$ cat config.mk
export PLATFORM = sky130hd
export DESIGN_NAME = cpwm_top
export DESIGN_NICKNAME = d
export VERILOG_FILES = /design/src/cpwm_pkg.sv /design/src/cpwm_state_mem.sv /design/src/cpwm_timer.sv /design/src/cpwm_top.sv
export VERILOG_INCLUDE_DIRS = /design/src
export SDC_FILE = /design/constraint.sdc
export NUM_CORES = 1
export LEC_CHECK = 0
export ABC_AREA = 0
export BUFFER_PORTS_ARGS = -buffer_cell sky130_fd_sc_hd__buf_2
export CELL_PAD_IN_SITES_DETAIL_PLACEMENT = 1
export CELL_PAD_IN_SITES_GLOBAL_PLACEMENT = 2
export CORE_ASPECT_RATIO = 0.9
export CORE_MARGIN = 8
export CORE_UTILIZATION = 38
export DETAILED_ROUTE_END_ITERATION = 8
export PLACE_DENSITY_LB_ADDON = 0.1
export SLEW_MARGIN = 20
export SYNTH_ARGS = -nofsm -noshare
export SYNTH_HDL_FRONTEND = slang
export SYNTH_SLANG_ARGS = --single-unit
$ cat constraint.sdc
create_clock -name clk_sys -period 2.9 [get_ports clk_sys]
set_input_delay 0.435 -clock clk_sys [delete_from_list [all_inputs] [get_ports clk_sys]]
set_output_delay 0.435 -clock clk_sys [all_outputs]
set_load 0.01 [all_outputs]
$ cat src/cpwm_params.svh
`ifndef CPWM_PARAMS_SVH
`define CPWM_PARAMS_SVH

// ----------------------------------------
// structure
// ----------------------------------------
`define CPWM_UNITS 5
`define CPWM_PTR_W 3
`define CPWM_CMP_W 16
`define CPWM_LINES 8
`define CPWM_LINE_MASK 8'h03
`define CPWM_MODE_STATE 3'h6
`define CPWM_MODE_RST 15'h6db6
`define CPWM_IN_GROUP 3'h0
`define CPWM_LAST_UNIT 3'h4
`define CPWM_PTR_RST 3'h0

// ----------------------------------------
// timing: rates in bit/s, timer clock in Hz
// ----------------------------------------
`define CPWM_TCLK_HZ 150000000
`define CPWM_RATE0 1500000
`define CPWM_RATE1 15000000
`define CPWM_RATE2 500000
`define CPWM_RATE3 15000000
`define CPWM_RATE4 375000
`define CPWM_CMP_OF(r) (`CPWM_TCLK_HZ / (2 * (r)) - 1)

// ----------------------------------------
// state word reset values: lines [31:24], next [2:0]
// ----------------------------------------
`define CPWM_WORD0 32'h00000001
`define CPWM_WORD1 32'h01000002
`define CPWM_WORD2 32'h03000003
`define CPWM_WORD3 32'h01000004
`define CPWM_WORD4 32'h00000000

// ----------------------------------------
// register map (byte addresses) and fields
// ----------------------------------------
`define CPWM_A_CTRL 8'h00
`define CPWM_A_STAT 8'h04
`define CPWM_A_MODE 8'h08
`define CPWM_A_CMP0 8'h10
`define CPWM_A_CMPN 8'h20
`define CPWM_A_WORD0 8'h40
`define CPWM_A_WORDN 8'h50
`define CPWM_CTRL_EN 0

`endif

$ cat src/cpwm_pkg.sv
package cpwm_pkg;
  // run control, gray coded along idle -> prime -> run
  typedef enum logic [1:0] {
    CPWM_IDLE = 2'h0,
    CPWM_PRIME = 2'h1,
    CPWM_RUN = 2'h3
  } cpwm_run_t;

  // one state word as held per unit
  typedef struct packed {
    logic [7:0] lines;
    logic [23:0] nextSel;
  } cpwm_word_t;
endpackage

$ cat src/cpwm_state_mem.sv
`timescale 1ns/100ps
`default_nettype none
`include "cpwm_params.svh"

module cpwm_state_mem (
  input wire logic clk_sys,
  input wire logic srst,
  input wire logic wrEn,
  input wire logic [`CPWM_PTR_W-1:0] wrIdx,
  input wire logic [31:0] wrData,
  input wire logic [`CPWM_PTR_W-1:0] rdIdx,
  output cpwm_pkg::cpwm_word_t rdData
);
  localparam logic [32*`CPWM_UNITS-1:0] RST =
    {`CPWM_WORD4, `CPWM_WORD3, `CPWM_WORD2, `CPWM_WORD1, `CPWM_WORD0};

  logic [31:0] word_q [`CPWM_UNITS];
  cpwm_pkg::cpwm_word_t rd_q;

  // ----------------------------------------
  // storage, one entry per unit
  // ----------------------------------------
  genvar i;
  generate
    for (i = 0; i < `CPWM_UNITS; i++) begin : g_ent
      always_ff @(posedge clk_sys) begin
        if (srst)
          word_q[i] <= RST[32*i +: 32];
        else if (wrEn && wrIdx == i[`CPWM_PTR_W-1:0])
          word_q[i] <= wrData;
      end
    end
  endgenerate

  // registered read; an index past the last unit reads zero
  always_ff @(posedge clk_sys) begin
    if (srst)
      rd_q <= '0;
    else if (rdIdx <= `CPWM_LAST_UNIT)
      rd_q <= word_q[rdIdx];
    else
      rd_q <= '0;
  end

  assign rdData = rd_q;
endmodule // cpwm_state_mem
`default_nettype wire

$ cat src/cpwm_timer.sv
`timescale 1ns/100ps
`default_nettype none
`include "cpwm_params.svh"

module cpwm_timer (
  input wire logic clk_sys,
  input wire logic srst,
  input wire logic run,
  input wire logic trig,
  input wire logic alwaysOn,
  input wire logic initOne,
  input wire logic [`CPWM_CMP_W-1:0] cmp,
  output logic out,
  output logic expire
);
  logic trigPrev_q, on_q, out_q;
  logic [`CPWM_CMP_W-1:0] cnt_q, gapCnt_q;

  // ----------------------------------------
  // trigger edges and counter control
  // ----------------------------------------
  wire trigRise = trig & ~trigPrev_q;
  wire trigFall = ~trig & trigPrev_q;
  wire startNow = run & (alwaysOn ? ~on_q : trigRise);
  wire stopNow = ~run | (~alwaysOn & trigFall);
  wire tick = on_q & (cnt_q == '0);

  // down counter reloads on each toggle, so each half period is cmp + 1 cycles
  always_ff @(posedge clk_sys) begin
    if (srst) begin
      trigPrev_q <= 1'b0;
      on_q <= 1'b0;
      out_q <= 1'b0;
      cnt_q <= '0;
    end else begin
      trigPrev_q <= trig;
      if (stopNow) begin
        on_q <= 1'b0; // RULE_13
        out_q <= out_q & run;
      end else if (startNow) begin
        on_q <= 1'b1; // RULE_13
        cnt_q <= cmp;
        out_q <= initOne; // RULE_14
      end else if (tick) begin
        cnt_q <= cmp; // RULE_22
        out_q <= ~out_q; // RULE_08
      end else if (on_q) begin
        cnt_q <= cnt_q - 1'b1;
      end
    end
  end

  assign out = out_q;
  assign expire = tick;

  // cycles since start or last toggle, only for checking
  always_ff @(posedge clk_sys) begin
    if (srst || startNow || tick)
      gapCnt_q <= '0;
    else
      gapCnt_q <= gapCnt_q + 1'b1;
  end
endmodule // cpwm_timer
`default_nettype wire

$ cat src/cpwm_top.sv
// Decided for this implementation: strobed register access and the register addresses.
`timescale 1ns/100ps
`default_nettype none
`include "cpwm_params.svh"

// Overview of operation
// RULE_01 - complementary centered pwm pair with dead time, five states per period
// RULE_02 - outputs high/low per state: 00, 10, 11, 10, 00
// RULE_03 - alternate line table conflicts; default words follow the pin table
// RULE_04 - next state walks 0,1,2,3,4 then back to 0
// RULE_05 - the three state inputs are tied low, group 0 always chosen
// RULE_06 - state n is stepped by timer n, positive polarity
// RULE_07 - only data lines 0 and 1 driven, lines 2 to 7 masked
// RULE_08 - every timer runs as a single 16-bit counter
// RULE_09 - pulse count bounded by enable and disable triggers, not extra timers
// RULE_10 - baud mode: low byte sets rate, high byte sets edge count
// RULE_11 - high pwm mode: low byte sets high time, high byte low time
// RULE_12 - triggers: t0 t4 high, t2 t4 low, t1 line1 low, t3 line0 low
// RULE_13 - timers 0-3 start on trigger rise, stop on fall; timer 4 free
// RULE_14 - on enable timers 0-3 output zero, timer 4 outputs one
// RULE_15 - compare values 49, 4, 149, 4, 199
// RULE_16 - rates 1.5M, 15M, 500k, 15M, 375k bit/s
// RULE_17 - each timer output visible on its own observation line
// RULE_18 - state steps when the selected timer expires
// RULE_19 - word bits 31:24 drive lines, group 0 next state in bits 2:0
// RULE_20 - a unit acts as a state element only with mode field 110b
// RULE_21 - unit flag set while the pointer selects it, cleared otherwise
// RULE_22 - 16-bit counter output toggles every compare plus one cycles
// RULE_23 - after reset pointer at state 0, lines low, timers wait for enable

module cpwm_top (
  input wire logic clk_sys,
  input wire logic srst,
  input wire logic [7:0] regAddr,
  input wire logic [31:0] regWdata,
  input wire logic regWr,
  input wire logic regRd,
  output logic [31:0] regRdata,
  output logic [`CPWM_LINES-1:0] dataLines,
  output logic [`CPWM_UNITS-1:0] timerObs
);
  localparam int N = `CPWM_UNITS;
  localparam int PW = `CPWM_PTR_W;

  // compare defaults derived from the wanted rates
  localparam logic [16*N-1:0] CMP_RST = { // RULE_15 RULE_16
    16'(`CPWM_CMP_OF(`CPWM_RATE4)),
    16'(`CPWM_CMP_OF(`CPWM_RATE3)),
    16'(`CPWM_CMP_OF(`CPWM_RATE2)),
    16'(`CPWM_CMP_OF(`CPWM_RATE1)),
    16'(`CPWM_CMP_OF(`CPWM_RATE0))};

  cpwm_pkg::cpwm_run_t runSt_q, runSt_d;
  logic enable_q;
  logic [3*N-1:0] mode_q;
  logic [`CPWM_CMP_W-1:0] cmp_q [N];
  logic [PW-1:0] statePtr_q, statePtr_d;
  logic [`CPWM_LINES-1:0] dataLines_q, dataLines_d;
  logic [N-1:0] timerObs_q;
  logic [31:0] regRdata_q, rdMux;
  logic [N-1:0] tmrOut, tmrExpire, tmrTrig;
  cpwm_pkg::cpwm_word_t curWord;

  // ----------------------------------------
  // register decode
  // ----------------------------------------
  wire [7:0] cmpOff = regAddr - `CPWM_A_CMP0;
  wire [7:0] wordOff = regAddr - `CPWM_A_WORD0;
  wire aligned = (regAddr[1:0] == 2'h0);
  wire cmpHit = aligned && regAddr >= `CPWM_A_CMP0 && regAddr <= `CPWM_A_CMPN;
  wire wordHit = aligned && regAddr >= `CPWM_A_WORD0 && regAddr <= `CPWM_A_WORDN;
  wire [PW-1:0] cmpIdx = cmpOff[4:2];
  wire [PW-1:0] wordIdx = wordOff[4:2];
  wire ctrlWr = regWr && regAddr == `CPWM_A_CTRL;
  wire modeWr = regWr && regAddr == `CPWM_A_MODE;
  wire wordWr = regWr && wordHit;

  // control register: block enable
  always_ff @(posedge clk_sys) begin
    if (srst)
      enable_q <= 1'b0; // RULE_23
    else if (ctrlWr)
      enable_q <= regWdata[`CPWM_CTRL_EN];
  end

  // unit mode fields, three bits per unit
  always_ff @(posedge clk_sys) begin
    if (srst)
      mode_q <= `CPWM_MODE_RST;
    else if (modeWr)
      mode_q <= regWdata[3*N-1:0];
  end

  // compare registers, one per timer
  genvar i;
  generate
    for (i = 0; i < N; i++) begin : g_cmp
      always_ff @(posedge clk_sys) begin
        if (srst)
          cmp_q[i] <= CMP_RST[16*i +: 16]; // RULE_15
        else if (regWr && cmpHit && cmpIdx == i[PW-1:0])
          cmp_q[i] <= regWdata[`CPWM_CMP_W-1:0];
      end
    end
  endgenerate

  // ----------------------------------------
  // run control
  // ----------------------------------------
  wire running = (runSt_q == cpwm_pkg::CPWM_RUN);

  // prime spends one cycle fetching the state 0 word before timers go
  always_comb begin
    case (runSt_q)
      cpwm_pkg::CPWM_IDLE:
        runSt_d = enable_q ? cpwm_pkg::CPWM_PRIME : cpwm_pkg::CPWM_IDLE;
      cpwm_pkg::CPWM_PRIME:
        runSt_d = enable_q ? cpwm_pkg::CPWM_RUN : cpwm_pkg::CPWM_IDLE;
      cpwm_pkg::CPWM_RUN:
        runSt_d = enable_q ? cpwm_pkg::CPWM_RUN : cpwm_pkg::CPWM_IDLE;
      default:
        runSt_d = cpwm_pkg::CPWM_IDLE;
    endcase
  end

  always_ff @(posedge clk_sys) begin
    if (srst)
      runSt_q <= cpwm_pkg::CPWM_IDLE;
    else
      runSt_q <= runSt_d;
  end

  // ----------------------------------------
  // state words and next state
  // ----------------------------------------
  // read index is the next pointer, so the word lines up with statePtr_q
  cpwm_state_mem u_mem (
    .clk_sys(clk_sys),
    .srst(srst),
    .wrEn(wordWr),
    .wrIdx(wordIdx),
    .wrData(regWdata),
    .rdIdx(statePtr_d),
    .rdData(curWord)
  );

  wire ptrValid = (statePtr_q <= `CPWM_LAST_UNIT);
  wire [2:0] unitMode = ptrValid ? mode_q[3*statePtr_q +: 3] : 3'h0;
  wire stateOk = ptrValid && unitMode == `CPWM_MODE_STATE; // RULE_20
  wire selExpire = ptrValid && tmrExpire[statePtr_q]; // RULE_06
  wire [PW-1:0] nextPtr = curWord.nextSel[3*`CPWM_IN_GROUP +: 3]; // RULE_05 RULE_19
  wire advance = running && stateOk && selExpire; // RULE_18

  // pointer walks the programmed chain; default words give 0..4 and back
  assign statePtr_d = !running && runSt_q != cpwm_pkg::CPWM_PRIME ? `CPWM_PTR_RST
    : advance ? nextPtr : statePtr_q; // RULE_04

  always_ff @(posedge clk_sys) begin
    if (srst)
      statePtr_q <= `CPWM_PTR_RST; // RULE_23
    else
      statePtr_q <= statePtr_d;
  end

  // unit flags: one hot on the selected unit while running
  wire [N-1:0] unitFlags;
  generate
    for (i = 0; i < N; i++) begin : g_flag
      assign unitFlags[i] = running && statePtr_q == i[PW-1:0]; // RULE_21
    end
  endgenerate

  // ----------------------------------------
  // output lines
  // ----------------------------------------
  // masked lines never drive, whatever software writes in the word
  assign dataLines_d = (running && stateOk) ?
    (curWord.lines & `CPWM_LINE_MASK) : '0; // RULE_02 RULE_07

  always_ff @(posedge clk_sys) begin
    if (srst) begin
      dataLines_q <= '0;
      timerObs_q <= '0;
    end else begin
      dataLines_q <= dataLines_d; // RULE_01
      timerObs_q <= tmrOut; // RULE_17
    end
  end

  assign dataLines = dataLines_q;
  assign timerObs = timerObs_q;

  // ----------------------------------------
  // timers and their trigger routing
  // ----------------------------------------
  // the lines feed back from the output flops, adding one cycle of
  // lag to timers 1 and 3 that the dead time absorbs; in the alternate
  // line table line 0 is our low side and line 1 the inverted high side,
  // so timer 1 starts as the high side rises and timer 3 as the low side falls
  assign tmrTrig[0] = tmrOut[4]; // RULE_12
  assign tmrTrig[1] = dataLines_q[0]; // RULE_12 RULE_03
  assign tmrTrig[2] = ~tmrOut[4]; // RULE_12
  assign tmrTrig[3] = ~dataLines_q[1]; // RULE_12 RULE_03
  assign tmrTrig[4] = 1'b0;

  // gating by trigger keeps extra pulses out of later states
  generate
    for (i = 0; i < N; i++) begin : g_tmr
      cpwm_timer u_tmr (
        .clk_sys(clk_sys),
        .srst(srst),
        .run(running), // RULE_23
        .trig(tmrTrig[i]), // RULE_09
        .alwaysOn(i == N - 1), // RULE_13
        .initOne(i == N - 1), // RULE_14
        .cmp(cmp_q[i]), // RULE_08; byte-split modes are not built RULE_10 RULE_11
        .out(tmrOut[i]),
        .expire(tmrExpire[i])
      );
    end
  endgenerate

  // ----------------------------------------
  // register read back
  // ----------------------------------------
  wire [31:0] statWord = {15'h0, running, 3'h0, unitFlags, 5'h0, statePtr_q};
  wire [31:0] cmpWord = cmpHit && cmpIdx <= `CPWM_LAST_UNIT ?
    {16'h0, cmp_q[cmpIdx]} : 32'h0;

  // state words are write only; unmapped addresses read zero
  always_comb begin
    case (regAddr)
      `CPWM_A_CTRL: rdMux = {31'h0, enable_q};
      `CPWM_A_STAT: rdMux = statWord;
      `CPWM_A_MODE: rdMux = {17'h0, mode_q};
      default: rdMux = cmpWord;
    endcase
  end

  // data stand only in the cycle after the read strobe
  always_ff @(posedge clk_sys) begin
    if (srst)
      regRdata_q <= '0;
    else if (regRd)
      regRdata_q <= rdMux;
    else
      regRdata_q <= '0;
  end

  assign regRdata = regRdata_q;
endmodule // cpwm_top
`default_nettype wire
==> summary.md <==
| Metric | Value |
|---|---|
| TritonCTS buffer count | 30 |
| Die ar. | between 30,000 and 40,000 um2 |
| Highest cell delay on the worst timing path | 440 ps |
| Starting utilization of the core area | 38.37% |
| Top cells by area, synth | edfxtp_1 25%, dfxtp_1 23%, nand2_1 4.3% |
| Share of the synthesized area in the top cell type | between 20% and 30% |
| Number of synthesized flops with an enable pin | 105 |
| Setup violation total in the final timing report | 0 |
| I/O pin count | 89 |
| CTS sink cnt | 248 |
| Critical path required time | 3360 ps |
| Cell Area, Synth | about 13,000 um2 |
| Routed len/inst | about 22 um |
| Areal power density over the cells | ~560 nW/um2 |
| Routability cong. | just over 0.8 |
| H-tree levels | 1 |
| Register clock-pin slew on the reported worst setup and hold paths | 60 ps |
| Residual DRC | 0 |
| Number of buffers inserted to repair setup after CTS | 0 |
| Number of placed instances, taps included | 1,800 |
| Crit path capture type | flop |
| Antenna Violating Nets Remaining | 0 |
| Number of instances in the synthesized netlist | 1,358 |
| Run status | complete, no violations |
| Rows | 63 |
| # Max-Cap Violations | 0 |
| Vias in the first global route | 10,380 |
| Input/output buffers | 53 |
| Asr flop ratio synth | 0% |
| Highest achievable clock rate | between 300 and 400 MHz |
| Overall power after layout | slightly above 8 mW |
| Kind of critical path | reg2reg |
| Crit share post-route | 93.12% |
| Share of cells above drive strength 1 | 14.92% |
| Number of distinct standard cells referenced by the synthesized netlist | 82 |
| Via/cell ratio | ~5.6 |
| Slew of the pin with the lowest slew margin | 1096 ps |
| Post-DP HPWL | 29,830 um |
| Initial DRC count | around 690 |
| Total Neg Setup Slack | 0 ps |
| Slew Limit Fails | 0 |
| Critical path buffer and inverter count | 0 |
| Maximum number of pins on one net before global-route repair | 53 |
| Flops & latches, synth | 248 |
| Vertical die dimension | 188.4 um |
| Skew-Pair Late Insertion Delay | 580 ps |
| Max_slew headroom | between 20 and 30% |
| Final worst path period need | 2701 ps |
| Horiz. Die Dim | 207.6 um |
| CTS tree | done |
| Yosys warnings | 0 |
| Hold violation total from the final report | 0 |
| Leakage dissipation | 5.339 nW |
| Leading register cell type out of synthesis | dfxtp_1 |
| Final standard cell count with taps included and fillers excluded | between 1,500 and 2,000 |
| Tot GR Track Use | 20.49% |
| Largest delay share family, worst path | simple AND/OR/NAND/NOR gates |
| TritonRoute pass-1 iters | 5 |
| Skew final | ~12 ps |
| Number of nets in the layout | approximately 1,500 |
| Wirelength, routed | 41,160 um |
| Path class of the lowest-slack min-delay path | in2reg |
| CTS max path bufs | 3 |
| Worst EP arrival | about 3200 ps |
| Cell at the slowest stage of the critical path | nor3b_2 |
| Biggest fanout along the worst timing path | 10 |
| Buffer cell driving the clock tree root | clkbuf_16 |
| Average instance area after synthesis | 9.244 um2 |
| Setup repair after global routing missed its margin | false |
| Worst VDD drop | roughly 510 uV |
| Top post-synthesis cells by count | 145 x nand2_1, 145 x nor2_1, 143 x dfxtp_1 |
| Antenna diode count | 0 |
| First-pass GRT wire length | roughly 63,000 um |
| Sequence of cells on the critical path | nor3b_2, nand4_1, a22oi_2, nor2b_1, a2111o_1, nor3_1, a221o_1 |
| Startpoint type of the worst setup path | flop |
| Number of antenna violations at the first check in global routing | 0 |
| Area of the core | 32,710 um2 |
| Cell type with the highest aggregate area in the netlist | edfxtp_1 |
| Fraction of the yosys area taken by sequential cells | a little under half |
| Post-synthesis to final-layout area growth | 14.61% |
| Routed vias | 10,330 |
| Global route total overflow | 0 |
-- repair_timing --
action | 4_1_cts | 5_1_grt
endpoints found under the setup margin | 0 | 2
gates resized for setup | 0 | 1
hold endpoints to repair | 0 | 0
hold buffers | 0 | 0
-- per-stage QoR --
stage	hold slack, ps	utilization [%]	area (um2)	worst slack [ps]
final	99.77	43.98	14390	199.5
after global routing	126.2	43.98	14390	14.12
after detailed placement	444.0	40.83	13360	156.0
after CTS	71.28	43.96	14380	177.2
after global placement	444.2	40.81	13350	128.8
after floorplan	414.0	-	12630	367.5
-- registers in the layout, summed over array words and instances, names as in the netlist --
name                    flops
cmp_q                      80
g_tmr.u_tmr.cnt_q          80
u_mem.word_q               25
regRdata                   17
mode_q                     15
g_tmr.u_tmr.on_q            5
g_tmr.u_tmr.out             5
timerObs                    5
u_mem.rdData                5
g_tmr.u_tmr.trigPrev_q      3
statePtr_q                  3
dataLines                   2
runSt_q                     2
enable_q                    1
-- cells in the final DEF, fill, tap and decap left out, types with 12 or more instances in the layout --
cell type and instances:
a22oi_1 26, mux4_2 18, nand2_1 145, buf_4 56, nor4_1 25, a211oi_1 14, nand3b_1 12, conb_1 21
clkbuf_16 31, dfxtp_1 143, buf_2 52, edfxtp_1 105, inv_1 36, nand2b_1 21, nor3_1 51, or3_1 14
and2_1 82, nor2_1 145, o21ai_0 105, mux2i_1 24, nand3_1 25, a21oi_1 96
-- kinds of logic (layout without fill, tap and decap cells) --
| kind of cell | count (synthesis) | after routing | synth area share (%) |
|---|---|---|---|
| compound gates | 325 | 325 | 16.02 |
| fa+ha+maj | 12 | 12 | 1.156 |
| flops | 248 | 248 | 47.92 |
| other cells | 1 | 21 | 0.02987 |
| buf+inv | 145 | 201 | 5.143 |
| xor+xnor | 1 | 1 | 0.06978 |
| simple gates | 579 | 579 | 24.07 |
| mux | 47 | 47 | 5.592 |
-- routing by layer --
metal / global-route usage (%) / vias to the layer above / routed length [um]
met4: 5.989 / 0 / 1173
met5: 0 / - / 0
li1: - / 4955 / -
met3: 2.790 / 68 / 1898
met1: 28.89 / 5078 / 19570
met2: 32.42 / 231 / 18510
-- path summary, 6_finish.rpt --
check / from / to / slack [ps] / depth (start not counted)
min reg2reg: runSt_q[1] / runSt_q[0] / 460 / 1
min: regWdata[2] / mode_q[2] / 100 / 3
max: statePtr_q[0] / u_mem.rdData[0] / 200 / 7
max reg2reg: statePtr_q[0] / u_mem.rdData[0] / 200 / 7
-- report_power, final --
part / switching [mW] / total, mW / internal (mW)
combinational: 0.210 / 0.314 / 0.105
clock: 1.55 / 3.94 / 2.39
sequential: 0.0849 / 3.80 / 3.72
-- final cells by class --
class,instances,area (um2)
multi-input combinational,985,6000
tap,422,528.0
clock buffer,43,850.8
timing repair buffer,108,680.7
inverter,37,138.9
sequential,248,6016
clock inverter,13,173.9
fill,3755,18330
-- worst reg2reg max path, cell delays in order, from the launching register on --
cell and delay [ps]:
dfxtp_1 430, nor3b_2 440, nand4_1 320, a22oi_2 370, nor2b_1 340, a2111o_1 330, nor3_1 80, a221o_1 270
(Power assumes the default switching activity.)
